### config.mk
export PLATFORM = sky130hd
export DESIGN_NAME = pqo_phase_to_quadrature_output
export DESIGN_NICKNAME = d
export VERILOG_FILES = /design/src/pqo_pkg.sv /design/src/pqo_phase_to_quadrature_output.sv
export SDC_FILE = /design/constraint.sdc
export NUM_CORES = 2
export LEC_CHECK = 0
export BUFFER_PORTS_ARGS = -buffer_cell sky130_fd_sc_hd__buf_4
export CAP_MARGIN = 15
export CORE_MARGIN = 5
export CORE_UTILIZATION = 30
export DETAILED_ROUTE_END_ITERATION = 10
export GPL_TIMING_DRIVEN = 0
export HOLD_SLACK_MARGIN = 0.1
export PLACE_DENSITY = 0.48
export RECOVER_POWER = 25
export SYNTH_ARGS = -nofsm -noshare
export SYNTH_HDL_FRONTEND = slang
export SYNTH_SLANG_ARGS = --single-unit
### constraint.sdc
create_clock -name clk -period 10.8 [get_ports clk]
set_clock_uncertainty 0.05 [all_clocks]
set_input_delay 0.54 -clock clk [delete_from_list [all_inputs] [get_ports clk]]
set_output_delay 0.54 -clock clk [all_outputs]
set_load 0.02 [all_outputs]
### src/pqo_pkg.sv
package pqo_pkg;

	localparam logic [7:0] CTRL_OFFSET     = 8'h00;
	localparam logic [7:0] PHASE_IN_OFFSET = 8'h04;
	localparam logic [7:0] TINC_IN_OFFSET  = 8'h08;
	localparam logic [7:0] TINC_OFFSET     = 8'h0C;
	localparam logic [7:0] TACC_OFFSET     = 8'h10;

	localparam int CTRL_SRC_BIT  = 0;
	localparam int CTRL_OBIN_BIT = 1;
	localparam int CTRL_PSS_BIT  = 2;
	localparam int CTRL_TEST_BIT = 3;

	localparam logic [15:0] PHASE_IN_RESET = 16'h0000;
	localparam logic [31:0] TINC_RESET     = 32'h00000000;
	localparam logic [15:0] OFFSET_RESET   = 16'h0000;

	// Lookup pipeline
	localparam int CORDIC_STAGES = 16;
	localparam int PIPE_LATENCY  = 20;
	// Full scale divided by the rotation gain, trimmed low to stay below 7FFF
	localparam logic signed [19:0] CORDIC_X0 = 20'sh04DB9;
	localparam logic signed [19:0] SAMPLE_MAX = 20'sh07FFF;
	localparam logic signed [19:0] SAMPLE_MIN = -20'sh07FFF;

	// Arctangent of 2^-i, one turn is 2^22
	localparam logic [23:0] ATAN_TABLE [0:15] = '{
		24'h080000, 24'h04B902, 24'h027ECF, 24'h01444D,
		24'h00A2C3, 24'h005176, 24'h0028BE, 24'h00145F,
		24'h000A30, 24'h000518, 24'h00028C, 24'h000146,
		24'h0000A3, 24'h000051, 24'h000029, 24'h000014
	};

	typedef struct packed {
		logic test_mode;
		logic parallel_serial_select;
		logic offset_binary_select_n;
		logic phase_source_select;
	} pqo_ctrl_s;

	localparam pqo_ctrl_s CTRL_RESET = '{
		test_mode:              1'b0,
		parallel_serial_select: 1'b1,
		offset_binary_select_n: 1'b1,
		phase_source_select:    1'b0
	};

endpackage : pqo_pkg

### src/pqo_phase_to_quadrature_output.sv
// Notes on behaviour
// - Offset register adds onto phase bits 31:16, giving the lookup phase.
// - Source select high loads the offset from the phase input register.
// - Source select low puts the PSK code in offset bits 15:13, rest cleared.
// - PSK codes map 0,45,90,135,270,315,180,225 degrees.
// - Offset register loads only while its low-true load enable is low.
// - Timer accumulator adds the timer increment every clock.
// - Timer increment captures the input register while its load is low.
// - Timer carry output is the accumulator carry, inverted.
// - Lookup uses the top 20 phase bits, gives 16-bit sine and cosine.
// - Address zero is 0 radians; each step is one 2^20th of a turn.
// - Two's complement samples span 8001 to 7FFF around midscale.
// - Offset binary inverts both sample MSBs, spanning 0001 to FFFF.
// - Serial shifters load while accumulator enable is low, else shift.
// - MSB-first streams leave on bit 15, LSB-first on bit 0.
// - MSB-first streams fill with zeros after the last bit.
// - LSB-first streams repeat the sign bit after the MSB.
// - Converter strobe goes low as the first bit of a new word appears.
// - Test plus parallel select shows the 28 lookup phase MSBs.
// - In test, sine pins hold the upper word, cosine pins the rest.
// - Load enables are registered; the target loads on the next edge.
// - Phase sums wrap, keeping the low 32 bits.
// - Converter strobe stays high in parallel mode.
//
// Design decisions made here: the register addresses and the APB interface to the registers.
`timescale 1ns/100ps
`default_nettype none

module pqo_phase_to_quadrature_output (
	input  wire logic        clk,
	input  wire logic        rst_n,
	input  wire logic        psel,
	input  wire logic        penable,
	input  wire logic        pwrite,
	input  wire logic [7:0]  paddr,
	input  wire logic [31:0] pwdata,
	input  wire logic [3:0]  pstrb,
	output var  logic        pready,
	output var  logic [31:0] prdata,
	output var  logic        pslverr,
	input  wire logic [31:0] accumulated_phase,
	input  wire logic [2:0]  psk_phase_code,
	input  wire logic        phase_offset_load_n,
	input  wire logic        timer_increment_load_n,
	input  wire logic        accumulator_enable_n,
	output var  logic [15:0] sine_out,
	output var  logic [15:0] cosine_out,
	output var  logic        converter_strobe_n,
	output var  logic        timer_carry_out_n
);

	pqo_pkg::pqo_ctrl_s ctrl;
	logic [15:0]        phase_in;
	logic [31:0]        tinc_in;
	logic [31:0]        timer_inc;
	logic [31:0]        timer_acc;
	logic [15:0]        phase_offset;
	logic [31:0]        phase_inst;
	logic               po_load_q;
	logic               ti_load_q;
	logic [32:0]        timer_sum;
	logic               apb_write;
	logic               serial_mode;
	logic               test_active;

	logic signed [19:0] cx [0:16];
	logic signed [19:0] cy [0:16];
	logic signed [23:0] cz [0:16];
	logic [1:0]         cq [0:16];
	logic [15:0]        sin_raw;
	logic [15:0]        cos_raw;
	logic [15:0]        sin_word;
	logic [15:0]        cos_word;

	logic [15:0]        sin_msb;
	logic [15:0]        sin_lsb;
	logic [15:0]        cos_msb;
	logic [15:0]        cos_lsb;
	logic [15:0]        next_sin_msb;
	logic [15:0]        next_sin_lsb;
	logic [15:0]        next_cos_msb;
	logic [15:0]        next_cos_lsb;

	function automatic logic [31:0] byte_merge(input logic [31:0] old_v,
		input logic [31:0] new_v, input logic [3:0] strb);
		logic [31:0] r;
		r = old_v;
		for (int b = 0; b < 4; b++)
		begin
			if (strb[b])
			begin
				r[8*b +: 8] = new_v[8*b +: 8];
			end
		end
		return r;
	endfunction : byte_merge

	// Codes 1xx swap the 180 and 270 degree halves
	function automatic logic [2:0] psk_map(input logic [2:0] code);
		return {code[2], code[2] ^ code[1], code[0]};
	endfunction : psk_map

	// Clamp keeps the symmetric span, so 8000 never appears
	function automatic logic [15:0] sat16(input logic signed [19:0] v);
		if (v > pqo_pkg::SAMPLE_MAX)
		begin
			return pqo_pkg::SAMPLE_MAX[15:0];
		end
		else if (v < pqo_pkg::SAMPLE_MIN)
		begin
			return pqo_pkg::SAMPLE_MIN[15:0];
		end
		return v[15:0];
	endfunction : sat16

	function automatic logic [15:0] fmt(input logic [15:0] w, input logic obin_n);
		return {w[15] ^ ~obin_n, w[14:0]};
	endfunction : fmt

	assign apb_write   = psel && penable && pready && pwrite;
	assign serial_mode = !ctrl.parallel_serial_select;
	assign test_active = ctrl.test_mode && ctrl.parallel_serial_select;
	assign timer_sum   = {1'b0, timer_acc} + {1'b0, timer_inc};
	assign sin_word    = fmt(sin_raw, ctrl.offset_binary_select_n);
	assign cos_word    = fmt(cos_raw, ctrl.offset_binary_select_n);

	// Setup phase registers every answer, so it comes from a flip-flop with no wait state
	always_ff @(posedge clk)
	begin
		if (!rst_n)
		begin
			pready  <= 1'b0;
			prdata  <= 32'h00000000;
			pslverr <= 1'b0;
		end
		else if (psel && !penable)
		begin
			pready  <= 1'b1;
			pslverr <= 1'b0;
			case (paddr)
				pqo_pkg::CTRL_OFFSET:     prdata <= {28'h0000000, ctrl};
				pqo_pkg::PHASE_IN_OFFSET: prdata <= {16'h0000, phase_in};
				pqo_pkg::TINC_IN_OFFSET:  prdata <= tinc_in;
				pqo_pkg::TINC_OFFSET:     prdata <= timer_inc;
				pqo_pkg::TACC_OFFSET:     prdata <= timer_acc;
				default:
				begin
					prdata  <= 32'h00000000;
					pslverr <= 1'b1;
				end
			endcase
		end
		else
		begin
			pready  <= 1'b0;
			pslverr <= 1'b0;
		end
	end

	always_ff @(posedge clk)
	begin
		if (!rst_n)
		begin
			ctrl     <= pqo_pkg::CTRL_RESET;
			phase_in <= pqo_pkg::PHASE_IN_RESET;
			tinc_in  <= pqo_pkg::TINC_RESET;
		end
		else if (apb_write)
		begin
			case (paddr)
				pqo_pkg::CTRL_OFFSET:
				begin
					if (pstrb[0])
					begin
						ctrl <= pqo_pkg::pqo_ctrl_s'(pwdata[3:0]);
					end
				end
				pqo_pkg::PHASE_IN_OFFSET:
				begin
					phase_in <= 16'(byte_merge({16'h0000, phase_in}, pwdata, pstrb));
				end
				pqo_pkg::TINC_IN_OFFSET:
				begin
					tinc_in <= byte_merge(tinc_in, pwdata, pstrb);
				end
				default:
				begin
					ctrl <= ctrl;
				end
			endcase
		end
	end

	always_ff @(posedge clk)
	begin
		if (!rst_n)
		begin
			po_load_q <= 1'b1;
			ti_load_q <= 1'b1;
		end
		else
		begin
			po_load_q <= phase_offset_load_n;
			ti_load_q <= timer_increment_load_n;
		end
	end

	always_ff @(posedge clk)
	begin
		if (!rst_n)
		begin
			phase_offset <= pqo_pkg::OFFSET_RESET;
		end
		else if (!po_load_q)
		begin
			if (ctrl.phase_source_select)
			begin
				phase_offset <= phase_in;
			end
			else
			begin
				phase_offset <= {psk_map(psk_phase_code), 13'h0000};
			end
		end
	end

	always_ff @(posedge clk)
	begin
		if (!rst_n)
		begin
			phase_inst <= 32'h00000000;
		end
		else
		begin
			phase_inst <= accumulated_phase + {phase_offset, 16'h0000};
		end
	end

	always_ff @(posedge clk)
	begin
		if (!rst_n)
		begin
			timer_inc         <= pqo_pkg::TINC_RESET;
			timer_acc         <= 32'h00000000;
			timer_carry_out_n <= 1'b1;
		end
		else
		begin
			if (!ti_load_q)
			begin
				timer_inc <= tinc_in;
			end
			timer_acc         <= timer_sum[31:0];
			timer_carry_out_n <= !timer_sum[32];
		end
	end

	// Quadrant from bits 31:30, residual angle from the next 18 bits
	always_ff @(posedge clk)
	begin
		if (!rst_n)
		begin
			for (int i = 0; i <= pqo_pkg::CORDIC_STAGES; i++)
			begin
				cx[i] <= 20'sh00000;
				cy[i] <= 20'sh00000;
				cz[i] <= 24'sh000000;
				cq[i] <= 2'h0;
			end
		end
		else
		begin
			cx[0] <= pqo_pkg::CORDIC_X0;
			cy[0] <= 20'sh00000;
			cz[0] <= {4'h0, phase_inst[29:12], 2'h0};
			cq[0] <= phase_inst[31:30];
			for (int i = 0; i < pqo_pkg::CORDIC_STAGES; i++)
			begin
				cq[i+1] <= cq[i];
				if (cz[i][23])
				begin
					cx[i+1] <= cx[i] + (cy[i] >>> i);
					cy[i+1] <= cy[i] - (cx[i] >>> i);
					cz[i+1] <= cz[i] + pqo_pkg::ATAN_TABLE[i];
				end
				else
				begin
					cx[i+1] <= cx[i] - (cy[i] >>> i);
					cy[i+1] <= cy[i] + (cx[i] >>> i);
					cz[i+1] <= cz[i] - pqo_pkg::ATAN_TABLE[i];
				end
			end
		end
	end

	always_ff @(posedge clk)
	begin
		if (!rst_n)
		begin
			sin_raw <= 16'h0000;
			cos_raw <= 16'h0000;
		end
		else
		begin
			case (cq[16])
				2'h0:
				begin
					sin_raw <= sat16(cy[16]);
					cos_raw <= sat16(cx[16]);
				end
				2'h1:
				begin
					sin_raw <= sat16(cx[16]);
					cos_raw <= sat16(-cy[16]);
				end
				2'h2:
				begin
					sin_raw <= sat16(-cy[16]);
					cos_raw <= sat16(-cx[16]);
				end
				default:
				begin
					sin_raw <= sat16(-cx[16]);
					cos_raw <= sat16(cy[16]);
				end
			endcase
		end
	end

	// Shifters run in every mode so a switch to serial starts clean
	always_comb
	begin
		if (!accumulator_enable_n)
		begin
			next_sin_msb = sin_word;
			next_sin_lsb = sin_word;
			next_cos_msb = cos_word;
			next_cos_lsb = cos_word;
		end
		else
		begin
			next_sin_msb = {sin_msb[14:0], 1'b0};
			next_cos_msb = {cos_msb[14:0], 1'b0};
			next_sin_lsb = {sin_lsb[15], sin_lsb[15:1]};
			next_cos_lsb = {cos_lsb[15], cos_lsb[15:1]};
		end
	end

	always_ff @(posedge clk)
	begin
		if (!rst_n)
		begin
			sin_msb <= 16'h0000;
			sin_lsb <= 16'h0000;
			cos_msb <= 16'h0000;
			cos_lsb <= 16'h0000;
		end
		else
		begin
			sin_msb <= next_sin_msb;
			sin_lsb <= next_sin_lsb;
			cos_msb <= next_cos_msb;
			cos_lsb <= next_cos_lsb;
		end
	end

	always_ff @(posedge clk)
	begin
		if (!rst_n)
		begin
			sine_out           <= 16'h0000;
			cosine_out         <= 16'h0000;
			converter_strobe_n <= 1'b1;
		end
		else
		begin
			converter_strobe_n <= !(serial_mode && !accumulator_enable_n);
			if (serial_mode)
			begin
				sine_out   <= {next_sin_msb[15], 14'h0000, next_sin_lsb[0]};
				cosine_out <= {next_cos_msb[15], 14'h0000, next_cos_lsb[0]};
			end
			else if (test_active)
			begin
				sine_out   <= phase_inst[31:16];
				cosine_out <= {phase_inst[15:4], 4'h0};
			end
			else
			begin
				sine_out   <= sin_word;
				cosine_out <= cos_word;
			end
		end
	end

	a_offset_sum: assert property (@(posedge clk) disable iff (!rst_n)
		$past(rst_n) |-> phase_inst == $past(accumulated_phase) + {$past(phase_offset), 16'h0000})
		else $error("instantaneous phase not offset sum");

	a_source_input: assert property (@(posedge clk) disable iff (!rst_n)
		$past(rst_n) && !$past(po_load_q) && $past(ctrl.phase_source_select)
		|-> phase_offset == $past(phase_in))
		else $error("offset not loaded from phase input");

	a_psk_code: assert property (@(posedge clk) disable iff (!rst_n)
		$past(rst_n) && !$past(po_load_q) && !$past(ctrl.phase_source_select)
		|-> phase_offset == {psk_map($past(psk_phase_code)), 13'h0000})
		else $error("offset not formed from psk code");

	a_offset_hold: assert property (@(posedge clk) disable iff (!rst_n)
		$past(rst_n) && $past(po_load_q) |-> $stable(phase_offset))
		else $error("offset changed without load enable");

	a_load_delay: assert property (@(posedge clk) disable iff (!rst_n)
		phase_offset_load_n ##1 (phase_offset_load_n && rst_n) |=> $stable(phase_offset))
		else $error("offset loaded too early");

	a_timer_step: assert property (@(posedge clk) disable iff (!rst_n)
		$past(rst_n) |-> timer_acc == $past(timer_acc) + $past(timer_inc))
		else $error("timer accumulator step wrong");

	a_inc_capture: assert property (@(posedge clk) disable iff (!rst_n)
		$past(rst_n) && !$past(ti_load_q) |-> timer_inc == $past(tinc_in))
		else $error("timer increment not captured");

	a_carry_pulse: assert property (@(posedge clk) disable iff (!rst_n)
		$past(rst_n) |-> timer_carry_out_n == !$past(timer_sum[32]))
		else $error("timer carry not tied to overflow");

	a_msb_shift: assert property (@(posedge clk) disable iff (!rst_n)
		$past(rst_n) && $past(accumulator_enable_n) |-> sin_msb == {$past(sin_msb[14:0]), 1'b0})
		else $error("msb-first stream not zero filled");

	a_lsb_extend: assert property (@(posedge clk) disable iff (!rst_n)
		$past(rst_n) && $past(accumulator_enable_n)
		|-> cos_lsb == {$past(cos_lsb[15]), $past(cos_lsb[15:1])})
		else $error("lsb-first stream not sign extended");

	a_strobe_mode: assert property (@(posedge clk) disable iff (!rst_n)
		ctrl.parallel_serial_select |=> converter_strobe_n)
		else $error("strobe active in parallel mode");

	a_test_words: assert property (@(posedge clk) disable iff (!rst_n)
		test_active |=> sine_out == $past(phase_inst[31:16])
		&& cosine_out[15:4] == $past(phase_inst[15:4]))
		else $error("test mode address not shown");

endmodule : pqo_phase_to_quadrature_output

`default_nettype wire

==> summary.txt <==
Run status: finished with violations
Violations in the final reports: max-capacitance violations, max-slew violations
Max-cap violations: 20
Reg-to-reg critical path endpoint: cx[2][15]
Most common library cell in the layout ignoring fill and taps: sky130_fd_sc_hd__nor2_1
Fraction of registers with async set/reset: 0%
Antenna violations before repair: 38
First drt pass iteration count: 9
Final HPWL DP: 258 mm
Via count: 79.6k
Worst Hold Path EP: phase_inst[25]
Overflow left after global routing: 0
Root buffer cell: sky130_fd_sc_hd__clkbuf_16
Areal power density over the cells: 285 mW/mm^2
Startpoint types: input pin
Filler cell count in the final layout: 32.2k
IO Count: 155
Flip-flop and latch count after synthesis: 1308
CTS H-Tree Depth: 4
Peak Freq: 0.123 GHz
Setup repair after global routing missed its margin: false
Max Slew Vio Count: 225
Worst EP required: 11.25 ns
Vias in the first global route: 76.3k
Antenna violation net count after detailed routing: 0
Count of input and output buffers: 148
Number of gates given a new drive strength after cts: 0
Final count of negative-setup-slack endpoints: 0
Start of the worst register-to-register path: cz[1][22]
Path depth of the worst reg2reg path: 13
Share of cells above drive strength 1: 4.42%
CTS Buf Count: 167
Total Neg Setup Slack: 0 ns
Number of clock sinks: 1308
Syn avg cell area: 9.24 sq um
NumNets Final: 12.7k
Initial cell density of the core: 30.1%
CTS tree: built
Critical Path End Type: flop
Most frequent cells in the layout: sky130_fd_sc_hd__nor2_1, sky130_fd_sc_hd__ha_1, sky130_fd_sc_hd__conb_1
Core area: 0.314 sq mm
Fin crit share: 75.5%
Beginning of the worst hold path: accumulated_phase[25]
Headroom to the max-slew limit: -31.7%
Distinct cells, synth: 87
Area grow syn2layout: 17.5%
Pin count of the biggest net entering global routing: 28
DP Area: 0.105 sq mm
Cells taking the most area after synthesis: sky130_fd_sc_hd__edfxtp_1, sky130_fd_sc_hd__ha_1, sky130_fd_sc_hd__dfxtp_1
Cells on Worst Hold Path: 4
Synthesized-area fraction occupied by and/or/nand/nor cells: 17.4%
Arr. time, crit path: 8.60 ns
Leakage: 46.6 nW
GRT Util Overall: 19.1%
Wire length of the first global-routing pass: 475 mm
Worst reg2reg setup slack: 5.01 ns
Fraction of the mapped netlist area in compound gates: 17.9%
CTS clk-pin slew, worst paths: 0.06 ns
Seq/Total Area, Yosys: 37.8%
Proportion of netlist area held by the largest area contributor: 30.3%
Min Hold Slack: 0.159 ns
DR DRC count: 0
Time the worst path needs with I/O delays and setup: 8.15 ns
Synthesized-area fraction occupied by adder cells: 13.9%
Post-synthesis instance area: 0.0945 sq mm
Crit path setup slack, layout: 2.65 ns
Xor and xnor area share after synthesis: 8.00%
Placement Rows: 206
Clock latency on the worst-skew pair: 0.83 ns
Number of failing hold endpoints at the final stage: 0
Violation count after the first detailed-route iteration: 6108
Routed wirelength normalized by instance count: 20.3 microns
Die ar.: 0.326 sq mm
Actual slew at the worst max-slew pin: 1.97 ns
Cell type contributing the most total cell area after synthesis: sky130_fd_sc_hd__edfxtp_1
Number of enable-type register cells in the synthesized netlist: 952
Critical-path maximum fanout: 11
Buffer levels on the longest clock path: 4
Synth warnings: 0
Category of the critical setup timing path: in -> reg
Fraction of synthesized area in multiplexers: 2.18%
Horizontal extent of the die: 571 microns
Height of the die: 571 microns
Largest family of logic cells by synthesized area: compound AO/OA/AOI/OAI gates
Final non-filler cell area: 0.111 sq mm
Pre-CTS setup slack: 4.05 ns
Max IR drop VDD: 0.134 mV
Main flop type after synthesis: sky130_fd_sc_hd__edfxtp_1
Drt via density: 5.01
Final weighted congestion of routability-driven global placement: 0.902
Count of mapped cells out of synthesis: 10.2k
HP Class: in -> reg
Final WL: 322 mm
-- critical path, cell delays in order --
cell                       delay (ns)
sky130_fd_sc_hd__clkbuf_1        0.74
sky130_fd_sc_hd__clkbuf_1        0.85
sky130_fd_sc_hd__inv_1           0.43
sky130_fd_sc_hd__clkbuf_1        1.26
sky130_fd_sc_hd__clkbuf_1        1.46
sky130_fd_sc_hd__clkbuf_1        0.87
sky130_fd_sc_hd__clkbuf_1        1.20
sky130_fd_sc_hd__buf_2           0.83
sky130_fd_sc_hd__nor2_1          0.23
-- where the power goes --
| group | switching, mW | internal (mW) | total (mW) |
|---|---|---|---|
| clock | 2.26 | 3.44 | 5.71 |
| combinational | 10.2 | 7.13 | 17.4 |
| sequential | 1.33 | 7.25 | 8.58 |
-- per-layer routing --
metal	wire, microns	up-vias	global-route usage [%]	part of all wire (%)
met1	147000	38000	26.2	46
met2	145000	2025	30.9	45
met4	12900	6	6.87	4.0
li1	-	39100	-	-
met5	46	-	0	0.014
met3	17200	456	2.33	5.3
-- per-stage QoR --
step	cells	util, %	power [mW]
after detailed placement	15500	33.5	25.8
after CTS	15900	35.5	31.8
after global routing	15900	35.3	34.2
after floorplan	11200	-	21.0
final	15900	35.3	31.6
after global placement	15500	33.2	25.6
-- Yosys cell counts (all sizes together) (62+ instances only) --
cell type	instances
nand2b	196
inv	363
and2	234
and3	70
a211oi	106
edfxtp	952
mux2i	172
nor2b	138
o21ai	547
or3	62
dfxtp	356
nor4	65
a21o	315
o31ai	73
xor2	394
nor2	1371
or2	65
a31oi	99
o21bai	76
ha	978
clkbuf	293
nor3b	66
nand3	176
a21oi	872
o21a	126
nand2	583
xnor2	469
nor3	343
-- layout make-up --
| class | instances | area (sq um) | share of cell area (%) |
|---|---|---|---|
| Timing Repair Buffer | 256 | 2190 | 1.97 |
| Multi-Input combinational cell | 9180 | 59800 | 53.8 |
| Tap cell | 4160 | 5200 | 4.69 |
| Clock buffer | 218 | 4630 | 4.17 |
| Sequential cell | 1308 | 35700 | 32.2 |
| Inverter | 367 | 1380 | 1.24 |
| Buffer | 318 | 1230 | 1.11 |
| Antenna cell | 9 | 22.5 | 0.0203 |
| Clock inverter | 79 | 880 | 0.792 |
-- sequential cells by signal, indices dropped and copies added, names as in the netlist, 4 cells and up --
signal,flops
cos_lsb,15
cos_msb,15
cos_raw,16
cosine_out,16
cq,34
ctrl,4
cx,299
cy,303
cz,350
phase_in,16
phase_inst,28
phase_offset,16
prdata,32
sin_lsb,15
sin_msb,15
sin_raw,16
sine_out,16
timer_acc,32
timer_inc,32
tinc_in,32
-- worst max-delay path by stage --
stage	slack [ns]	from	cells past startpoint	end
global placement	1.49	rst_n	8	cx[7][0]
finish	2.65	rst_n	9	cx[7][0]
floorplan	6.26	rst_n	16	cy[7][15]
global route	2.79	rst_n	9	cx[7][0]
CTS	4.93	rst_n	18	cy[7][19]
detailed placement	4.05	rst_n	18	cy[7][19]
-- cell families after synthesis --
kind of cell             Yosys count
AND/OR/NAND/NOR                 3477
multiplexers                     197
AO/OA/AOI/OAI                   2664
adder cells (fa/ha/maj)         1025
other                              2
buffers and inverters            685
flip-flops                      1308
XOR/XNOR                         863
-- repair_timing --
item / in CTS / in global routing
endpoints found under the setup margin: 0 / 0
buffers inserted: 0 / 0
endpoints found under the hold margin: 82 / 0
hold buffers: 59 / 0
No activity file was read; power rests on OpenSTA's default activity.
